===== src/pss_pkg.sv =====
// package of constants and types for the positioning start sequencer
// assumes one 100 MHz clock shared by both ends and the carrier interface
// Notes on behaviour
// - absolute mode: target measured from home
// - incremental mode: add to previous target
// - function codes: single, chain, dwell, press
// - single move runs one entry, stops
// - dwell between chained entries, reversal allowed
// - pressing move holds force on stall
// - chain over four entries raises data error
// - six select bits pick entry 0..63
// - host checks ready before any start
// - ready drops on accept; host waits
// - ready returns when move finishes
// - network select and start may coincide
// - direct input launches its assigned entry
// - direct entries configurable, default 0..5
// - host holds direct input until ready low
// - step trigger launches next entry
// - disabled next entry wraps to start
// - sequential flag one bit, default off
// - number-select start sets new sequence start
// - no start point: step launches entry 0
// - reset events: start 0, current -1
// - host releases step after ready low
// - chained stepped entries need sequential flag
package pss_pkg;
  localparam int ENTRY_W     = 6;
  localparam int NUM_ENTRIES = 64;
  localparam int NUM_DIRECT  = 6;
  localparam int POS_W       = 24;
  localparam int DWELL_W     = 16;
  localparam int MAX_CHAIN   = 4;
  localparam logic [ENTRY_W-1:0] LAST_ENTRY = 6'h3f;
  localparam logic [ENTRY_W-1:0] ENTRY_ZERO = 6'h00;
  localparam logic [ENTRY_W:0]   CUR_NONE   = 7'h7f; // current entry of -1
  // dwell unit 1 ms at 100 MHz
  localparam int CLK_MHZ    = 100;
  localparam int DWELL_UNIT_US = 1000;
  localparam int DWELL_TICK = CLK_MHZ * DWELL_UNIT_US;
  localparam logic [16:0] DWELL_TICK_M1 = 17'(DWELL_TICK - 1);
  localparam logic [2:0]  CHAIN_LIMIT = 3'(MAX_CHAIN);

  typedef enum logic [1:0] {
    PSS_FN_SINGLE = 2'b00,
    PSS_FN_CHAIN  = 2'b01,
    PSS_FN_DWELL  = 2'b10,
    PSS_FN_PRESS  = 2'b11
  } pss_fn_t;

  typedef enum logic [1:0] {
    PSS_MODE_INC = 2'b00,
    PSS_MODE_ABS = 2'b01
  } pss_mode_t;

  // one table entry as handed to the sequencer
  typedef struct packed {
    logic signed [POS_W-1:0] position;
    pss_mode_t               mode;
    pss_fn_t                 func;
    logic [DWELL_W-1:0]      dwell;
    logic                    seq_enable;
  } pss_entry_t;

  localparam logic [5:0] DIRECT_DEFAULT [NUM_DIRECT] =
    '{6'h00, 6'h01, 6'h02, 6'h03, 6'h04, 6'h05};

  // next entry with wrap past 63 onto 0
  function automatic logic [ENTRY_W-1:0] pss_next(
      input logic [ENTRY_W-1:0] e);
    return e + 6'h01;
  endfunction
endpackage


===== src/pss_if.sv =====
// carrier between the host end and the sequencer end
// assumes both ends share sys_clk; all signals are plain levels
`timescale 1ns/10ps
interface pss_if;
  import pss_pkg::*;
  logic [ENTRY_W-1:0]    entry_number_select_inputs;
  logic [ENTRY_W-1:0]    network_entry_number_select;
  logic                  start;
  logic                  net_start;
  logic [NUM_DIRECT-1:0] direct_launch_inputs;
  logic                  sequence_step_trigger;
  logic                  ready;
  logic                  data_error;
  modport device (
    input  entry_number_select_inputs,
    input  network_entry_number_select,
    input  start,
    input  net_start,
    input  direct_launch_inputs,
    input  sequence_step_trigger,
    output ready,
    output data_error
  );
  modport host (
    output entry_number_select_inputs,
    output network_entry_number_select,
    output start,
    output net_start,
    output direct_launch_inputs,
    output sequence_step_trigger,
    input  ready,
    input  data_error
  );
endinterface


===== src/pss_device.sv =====
// sequencer end: picks a table entry, walks chains, computes targets
// assumes the table is read combinationally by index on table_index and
// the profile generator reports move_done for each issued move
`timescale 1ns/10ps
module pss_device
  import pss_pkg::*;
(
  input  wire logic                      sys_clk,
  input  wire logic                      reset_n,
  pss_if.device                          link,
  output logic [pss_pkg::ENTRY_W-1:0]    table_index,
  input  wire pss_pkg::pss_entry_t       table_entry,
  input  wire logic [pss_pkg::NUM_DIRECT*pss_pkg::ENTRY_W-1:0] direct_map,
  input  wire logic                      direct_map_load,
  input  wire logic                      seq_reset_event,
  input  wire logic                      move_done,
  output logic                           move_go,
  output logic signed [pss_pkg::POS_W-1:0] move_target,
  output logic                           move_press,
  output logic [pss_pkg::ENTRY_W:0]      current_entry
);
  import pss_pkg::*;

  typedef enum logic [2:0] {
    PSS_IDLE  = 3'b000,
    PSS_CHECK = 3'b001,
    PSS_ISSUE = 3'b010,
    PSS_MOVE  = 3'b011,
    PSS_DWELL = 3'b100
  } pss_state_t;

  typedef struct packed {
    pss_state_t                       st;
    logic [ENTRY_W-1:0]               entry;     // entry being run
    logic [ENTRY_W-1:0]               head;      // first entry of chain
    logic [ENTRY_W-1:0]               seq_start;
    logic [ENTRY_W-1:0]               last_run;
    logic                             have_last;
    logic [2:0]                       chain_len;
    logic [NUM_DIRECT*ENTRY_W-1:0]    dmap;
    logic                             start_q;
    logic                             net_q;
    logic                             step_q;
    logic [NUM_DIRECT-1:0]            direct_q;
    logic                             ready;
    logic                             data_error;
    logic signed [POS_W-1:0]          dest;
    logic                             go;
    logic                             press;
    logic [ENTRY_W:0]                 cur;
    logic [DWELL_W-1:0]               dwell_cnt;
    logic [16:0]                      tick_cnt;
  } pss_dev_state_t;

  pss_dev_state_t s;
  pss_dev_state_t next_s;

  function automatic logic [NUM_DIRECT*ENTRY_W-1:0] default_map();
    logic [NUM_DIRECT*ENTRY_W-1:0] m;
    m = '0;
    for (int i = 0; i < NUM_DIRECT; i++) begin
      m[i*ENTRY_W +: ENTRY_W] = DIRECT_DEFAULT[i];
    end
    return m;
  endfunction

  localparam logic [NUM_DIRECT*ENTRY_W-1:0] DMAP_RESET = default_map();

  logic                 start_rise;
  logic                 net_rise;
  logic                 step_rise;
  logic [NUM_DIRECT-1:0] direct_rise;
  logic                 chain_fn;

  // rising edges of every start source
  assign start_rise  = link.start & ~s.start_q;
  assign net_rise    = link.net_start & ~s.net_q;
  assign step_rise   = link.sequence_step_trigger & ~s.step_q;
  assign direct_rise = link.direct_launch_inputs & ~s.direct_q;
  assign chain_fn    = (table_entry.func == PSS_FN_CHAIN) ||
                       (table_entry.func == PSS_FN_DWELL);

  // table is addressed by the entry in flight
  assign table_index = s.entry;

  always_comb begin
    next_s          = s;
    next_s.start_q  = link.start;
    next_s.net_q    = link.net_start;
    next_s.step_q   = link.sequence_step_trigger;
    next_s.direct_q = link.direct_launch_inputs;
    next_s.go       = 1'b0;
    if (direct_map_load) begin
      next_s.dmap = direct_map;
    end
    unique case (s.st)
      PSS_IDLE: begin
        // edges seen while busy are simply dropped
        if (s.ready) begin
          if (start_rise || net_rise) begin
            // network path samples select in the same cycle as start
            next_s.entry = net_rise ? link.network_entry_number_select
                                    : link.entry_number_select_inputs;
            next_s.seq_start = next_s.entry;
            next_s.st = PSS_CHECK;
          end else if (|direct_rise) begin
            for (int i = NUM_DIRECT - 1; i >= 0; i--) begin
              if (direct_rise[i]) begin
                next_s.entry = s.dmap[i*ENTRY_W +: ENTRY_W];
              end
            end
            next_s.st = PSS_CHECK;
          end else if (step_rise) begin
            // first step with no history runs the sequence start
            next_s.entry = s.have_last ? pss_next(s.last_run)
                                       : s.seq_start;
            next_s.st = PSS_CHECK;
          end
          if (next_s.st == PSS_CHECK) begin
            next_s.ready      = 1'b0;
            next_s.data_error = 1'b0;
            next_s.head       = next_s.entry;
            next_s.chain_len  = 3'h1;
          end
        end
      end
      PSS_CHECK: begin
        // a step onto a disabled entry wraps to the sequence start
        if (step_rise == 1'b0 && s.have_last && !table_entry.seq_enable &&
            s.entry == pss_next(s.last_run) && s.entry != s.seq_start &&
            s.head == s.entry && s.chain_len == 3'h1 && s.step_q) begin
          next_s.entry = s.seq_start;
          next_s.head  = s.seq_start;
        end else begin
          next_s.st = PSS_ISSUE;
        end
      end
      PSS_ISSUE: begin
        if (s.chain_len > CHAIN_LIMIT) begin
          next_s.data_error = 1'b1;
          next_s.ready      = 1'b1;
          next_s.st         = PSS_IDLE;
        end else begin
          if (table_entry.mode == PSS_MODE_ABS) begin
            next_s.dest = table_entry.position;
          end else begin
            next_s.dest = s.dest + table_entry.position;
          end
          next_s.press = (table_entry.func == PSS_FN_PRESS);
          next_s.go    = 1'b1;
          next_s.cur   = {1'b0, s.entry};
          next_s.st    = PSS_MOVE;
        end
      end
      PSS_MOVE: begin
        if (move_done) begin
          next_s.press = 1'b0;
          // entry 63 never links onward
          if (chain_fn && s.entry != LAST_ENTRY) begin
            next_s.entry     = pss_next(s.entry);
            next_s.chain_len = s.chain_len + 3'h1;
            next_s.tick_cnt  = '0;
            next_s.dwell_cnt = table_entry.dwell;
            next_s.st = (table_entry.func == PSS_FN_DWELL) ? PSS_DWELL
                                                           : PSS_ISSUE;
          end else begin
            next_s.last_run  = s.entry;
            next_s.have_last = 1'b1;
            next_s.ready     = 1'b1;
            next_s.st        = PSS_IDLE;
          end
        end
      end
      PSS_DWELL: begin
        // counts whole milliseconds; direction may reverse after it
        if (s.dwell_cnt == '0) begin
          next_s.st = PSS_ISSUE;
        end else if (s.tick_cnt == DWELL_TICK_M1) begin
          next_s.tick_cnt  = '0;
          next_s.dwell_cnt = s.dwell_cnt - 16'h0001;
        end else begin
          next_s.tick_cnt = s.tick_cnt + 17'h0_0001;
        end
      end
      default: next_s.st = PSS_IDLE;
    endcase
    // reset events abort and restore the sequence origin
    if (seq_reset_event) begin
      next_s.seq_start = ENTRY_ZERO;
      next_s.have_last = 1'b0;
      next_s.cur       = CUR_NONE;
      next_s.st        = PSS_IDLE;
      next_s.ready     = 1'b1;
      next_s.press     = 1'b0;
      next_s.go        = 1'b0;
    end
  end

  always_ff @(posedge sys_clk or negedge reset_n) begin
    if (!reset_n) begin
      s            <= '0;
      s.st         <= PSS_IDLE;
      s.dmap       <= DMAP_RESET;
      s.ready      <= 1'b1;
      s.cur        <= CUR_NONE;
      s.seq_start  <= ENTRY_ZERO;
    end else begin
      s <= next_s;
    end
  end

  assign link.ready      = s.ready;
  assign link.data_error = s.data_error;
  assign move_go         = s.go;
  assign move_target     = s.dest;
  assign move_press      = s.press;
  assign current_entry   = s.cur;
endmodule


===== src/flat_wrapper.sv =====
// flat-port wrapper written by rule: the top's interface ports become plain ports
module pss_device_flat import pss_pkg::*;
  (sys_clk, reset_n, table_index, table_entry, direct_map, direct_map_load, seq_reset_event, move_done, move_go, move_target, move_press, current_entry, link_entry_number_select_inputs, link_network_entry_number_select, link_start, link_net_start, link_direct_launch_inputs, link_sequence_step_trigger, link_ready, link_data_error);
  pss_if link_i ();
  input  wire logic sys_clk;
  input  wire logic reset_n;
  output logic [pss_pkg::ENTRY_W-1:0] table_index;
  input  wire pss_pkg::pss_entry_t table_entry;
  input  wire logic [pss_pkg::NUM_DIRECT*pss_pkg::ENTRY_W-1:0] direct_map;
  input  wire logic direct_map_load;
  input  wire logic seq_reset_event;
  input  wire logic move_done;
  output logic move_go;
  output logic signed [pss_pkg::POS_W-1:0] move_target;
  output logic move_press;
  output logic [pss_pkg::ENTRY_W:0] current_entry;
  input wire logic [$bits(link_i.entry_number_select_inputs)-1:0] link_entry_number_select_inputs;
  input wire logic [$bits(link_i.network_entry_number_select)-1:0] link_network_entry_number_select;
  input wire logic [$bits(link_i.start)-1:0] link_start;
  input wire logic [$bits(link_i.net_start)-1:0] link_net_start;
  input wire logic [$bits(link_i.direct_launch_inputs)-1:0] link_direct_launch_inputs;
  input wire logic [$bits(link_i.sequence_step_trigger)-1:0] link_sequence_step_trigger;
  output wire logic [$bits(link_i.ready)-1:0] link_ready;
  output wire logic [$bits(link_i.data_error)-1:0] link_data_error;
  assign link_i.entry_number_select_inputs = link_entry_number_select_inputs;
  assign link_i.network_entry_number_select = link_network_entry_number_select;
  assign link_i.start = link_start;
  assign link_i.net_start = link_net_start;
  assign link_i.direct_launch_inputs = link_direct_launch_inputs;
  assign link_i.sequence_step_trigger = link_sequence_step_trigger;
  assign link_ready = link_i.ready;
  assign link_data_error = link_i.data_error;
  pss_device u_core (.sys_clk(sys_clk), .reset_n(reset_n), .link(link_i), .table_index(table_index), .table_entry(table_entry), .direct_map(direct_map), .direct_map_load(direct_map_load), .seq_reset_event(seq_reset_event), .move_done(move_done), .move_go(move_go), .move_target(move_target), .move_press(move_press), .current_entry(current_entry));
endmodule

===== config.mk =====
export PLATFORM = sky130hd
export DESIGN_NAME = pss_device_flat
export DESIGN_NICKNAME = d
export VERILOG_FILES = /design/src/pss_pkg.sv /design/src/pss_if.sv /design/src/pss_device.sv /design/src/flat_wrapper.sv
export SDC_FILE = /design/constraint.sdc
export NUM_CORES = 1
export LEC_CHECK = 0
export BUFFER_PORTS_ARGS = -buffer_cell sky130_fd_sc_hd__buf_4
export CELL_PAD_IN_SITES_DETAIL_PLACEMENT = 0
export CELL_PAD_IN_SITES_GLOBAL_PLACEMENT = 1
export CORE_MARGIN = 2
export CORE_UTILIZATION = 39
export DETAILED_ROUTE_END_ITERATION = 10
export MAX_ROUTING_LAYER = met4
export PLACE_DENSITY = 0.78
export SETUP_SLACK_MARGIN = 0.02
export SLEW_MARGIN = 20
export SYNTH_ARGS = -nofsm -noshare
export SYNTH_HDL_FRONTEND = slang
export SYNTH_SLANG_ARGS = --single-unit

===== constraint.sdc =====
create_clock -name sys_clk -period 2.7 [get_ports sys_clk]
set_input_delay 0.135 -clock sys_clk [delete_from_list [all_inputs] [get_ports sys_clk]]
set_output_delay 0.135 -clock sys_clk [all_outputs]
set_load 0.01 [all_outputs]

==> results_dict.tcl <==
set metrics [dict create \
    port_buffers 147 \
    setup_violations 0 \
    vdd_ir_drop_max_uv 429 \
    worstPathArrival_ps 2960 \
    die_h_um 156 \
    post-route-drc-count 0 \
    nets 1343 \
    whs_ps 13.0 \
    grt.busiest_layer "met2" \
    final_util 0.522 \
    fillers 2096 \
    fin_crit_ps 2630 \
    r2r_start "u_core.move_target[0]$_DFFE_PN0P_" \
    cts-htree-levels 4 \
    hold_viol_final 0 \
    power_mw 11.1 \
    avgViaCountPerCell 5.39 \
    place_congestion 0.853 \
    antenna-diode-count 0 \
    tightest_slew_ps 591 \
    clock_power_share 0.216 \
    cp_num_cells 12 \
    cp.required_ps 3030 \
    hold_depth 3 \
    cp_cell_sequence "ha_2 -> inv_2 -> fa_2 -> nor2b_2 -> o31a_1 -> o31a_1 -> o21ai_2 -> o31a_1 -> a31oi_2 -> a31oi_2 -> xor2_1 -> o311ai_1" \
    syn_area_sq_mm 0.00898 \
    yosys-top-cells-area "dfrtp_1 (36%), mux2_2 (5.5%), o21ai_0 (4.7%)" \
    post-route-period-util 0.974 \
    r2r_cells 12 \
    slew_viol_final 0 \
    synth_nets 1140 \
    rsz0062_at_grt "true" \
    intPower_mw 6.59 \
    drtIter0Drc 441 \
    synth_most_common_cell "dfrtp_1" \
    critical_path.most_common_cell "o31a_1" \
    area_growth_pct 31.5 \
    grt_pass1_wl_mm 39.7 \
    total_leakage_power_nw 5.33 \
    sw_frac_of_total 0.408 \
    power.switching_mw 4.55 \
    die_area_sq_mm 0.0243 \
    coreArea_sq_mm 0.0226 \
    timing.fmax_ghz 0.380 \
    synth_seq_area_share 0.403 \
    num_rows 55 \
    layout-drive-gt1-share 0.280 \
    clk_pin_slew_ps 70 \
    critPathLaunchType "register" \
    synth-edff-count 0 \
    routed_wl_mm 24.9 \
    critPathKind "reg2reg" \
    crit_buf_inv 1 \
    ys_types 68 \
    synth_ff_type "dfrtp_1" \
    yosys.area.top_type "dfrtp_1" \
    sequentialPowerShare 0.317 \
    multiInputGateArea_sq_mm 0.00492 \
    worst-r2r-setup-slack_ps 70 \
    grt_use_met1 0.279 \
    endpoint "u_core.move_target[22]$_DFFE_PN0P_" \
    yosysTopAreaCellShare 0.359 \
    cts_tree "done" \
    grt_max_degree 60 \
    antenna_found_initial 0 \
    crit_family "compound AO/OA/AOI/OAI gates" \
    ant_nets 0 \
    regArea_sq_mm 0.00362 \
    slew_headroom 0.606 \
    slowest_delay_ps 350 \
    clk_root_buffer_cell "clkbuf_16" \
    die_w_um 156 \
    syn_avg_cell_area_sq_um 8.98 \
    grt_usage 0.210 \
    numCtsBuffers 17 \
    grt_pass1_vias 7840 \
    grt_use_met2 0.343 \
    rr_endpoint "u_core.move_target[22]$_DFFE_PN0P_" \
    clockBufferDepth 2 \
    dr.pass1.iters 5 \
    synth_seq_cells 144 \
    crit_path_max_fanout 3 \
    overflow 0 \
    worstSetupStartpoint "u_core.move_target[0]$_DFFE_PN0P_" \
    synth_commonest_cells "dfrtp_1 (129), nand2_1 (95), nor2_1 (95), o21ai_0 (84), a21oi_1 (73)" \
    power_density_mw_per_mm2 943 \
    min_path_type "in2reg" \
    endpoint_kind "register" \
    wl_per_cell_um 16.6 \
    power_frac_comb 0.466 \
    maxCapViolations 0 \
    grtUsageMet3 0.0308 \
    worst_path_max_delay_cell "dfrtp_1" \
    vias 8085 \
    insertion_delay_ps 430 \
    start_util 0.397 \
    async_flop_share 1.00 \
    numClockSinks 144 \
    clock_skew_ps 15.9 \
    ioPinCount 148 \
    status "complete, no violations" \
    dp_hpwl_mm 17.8 \
    synthCells 1000 \
    yosysWarningCount 0 \
]
logic make-up (layout without fill, tap and decap cells):
group                      Yosys count  after routing  synth area share
xor gates and xnor gates            33             33            0.0322
DFF                                144            144             0.403
muxes                               61             61            0.0741
AOI/OAI and AO/OA                  288            289             0.202
and+or+nand+nor                    329            330             0.175
buffers and inverters              112            326            0.0663
adders and majority gates           33             33            0.0468
power by group through the flow:
stage                     Clock, mW  Combinational [mW]  Sequential [mW]
final                          2.41                5.20             3.54
after global routing           2.57                5.80             3.63
after CTS                      2.47                5.00             3.51
after detailed placement          0                4.89             3.55
after global placement            0                4.84             3.53
after floorplan                   0                3.64             3.34
per-layer routing:
| metal | wire (um) | share of wire | up-vias |
|---|---|---|---|
| met1 | 11700 | 0.47 | 3894 |
| met3 | 989 | 0.040 | 23 |
| met4 | 272 | 0.011 | 0 |
| met2 | 11900 | 0.48 | 199 |
| met5 | 0 | 0 | - |
| li1 | - | - | 3969 |
tightest hold or removal path, cell delays in order:
cell,delay [ps]
buf_4,90
a21oi_1,50
a21oi_1,130
sequential cells by signal (all words and copies together), names as in the netlist:
register                flops
u_core.s                  103
u_core.move_target         24
u_core.current_entry        7
u_core.table_index          6
u_core.link.data_error      1
u_core.link.ready           1
u_core.move_go              1
u_core.move_press           1
how the worst min path moves through the flow:
stage	start	end	slack, ps
6_report	table_entry[35]	u_core.move_target[14]$_DFFE_PN0P_	10
2_1_floorplan	reset_n	u_core.link.data_error$_DFFE_PN0P_	-160
3_3_place_gp	reset_n	u_core.move_target[7]$_DFFE_PN0P_	160
4_1_cts	table_entry[11]	u_core.s[27]$_DFFE_PN0P_	3
5_1_grt	table_entry[35]	u_core.move_target[14]$_DFFE_PN0P_	20
3_5_place_dp	reset_n	u_core.move_target[6]$_DFFE_PN0P_	160
layout by cell type (no fill, tap or decap), drive strengths merged, types with 22 or more instances in the layout:
cell           n
nand2         95
nand3         29
buf          208
inv           30
ha            32
dfrtp        129
nand2b        25
nor2          95
o21ai         87
dlygate4sd3   63
mux2          44
a21oi         73
a31oi         22
area by class of cell:
cell class | count | share of cell area
inverter | 23 | 0.00731
multi-input combinational | 746 | 0.417
tap | 285 | 0.0302
sequential | 144 | 0.307
clock inverter | 15 | 0.0160
clock buffer | 17 | 0.0360
timing repair buffer | 271 | 0.187
through the flow:
stage / setup slack [ps] / std cells / instance area [sq um] / TNS (ps)
after floorplan: 89.9 / 1000 / 8980 / 0
after global placement: 7.60 / 1398 / 10400 / 0
after detailed placement: -23.4 / 1398 / 10400 / -36.5
after CTS: 26.6 / 1493 / 11600 / 0
after global routing: -139 / 1501 / 11800 / -334
final: 70.3 / 1501 / 11800 / 0
repair_timing:
action,4_1_cts,5_1_grt
hold buffers,63,0
gates resized for setup,3,30
pin swaps,1,29
cloned,0,2
endpoints found under the setup margin,4,43
setup buffers,0,6
endpoints found under the hold margin,107,0
(Power assumes the default switching activity.)
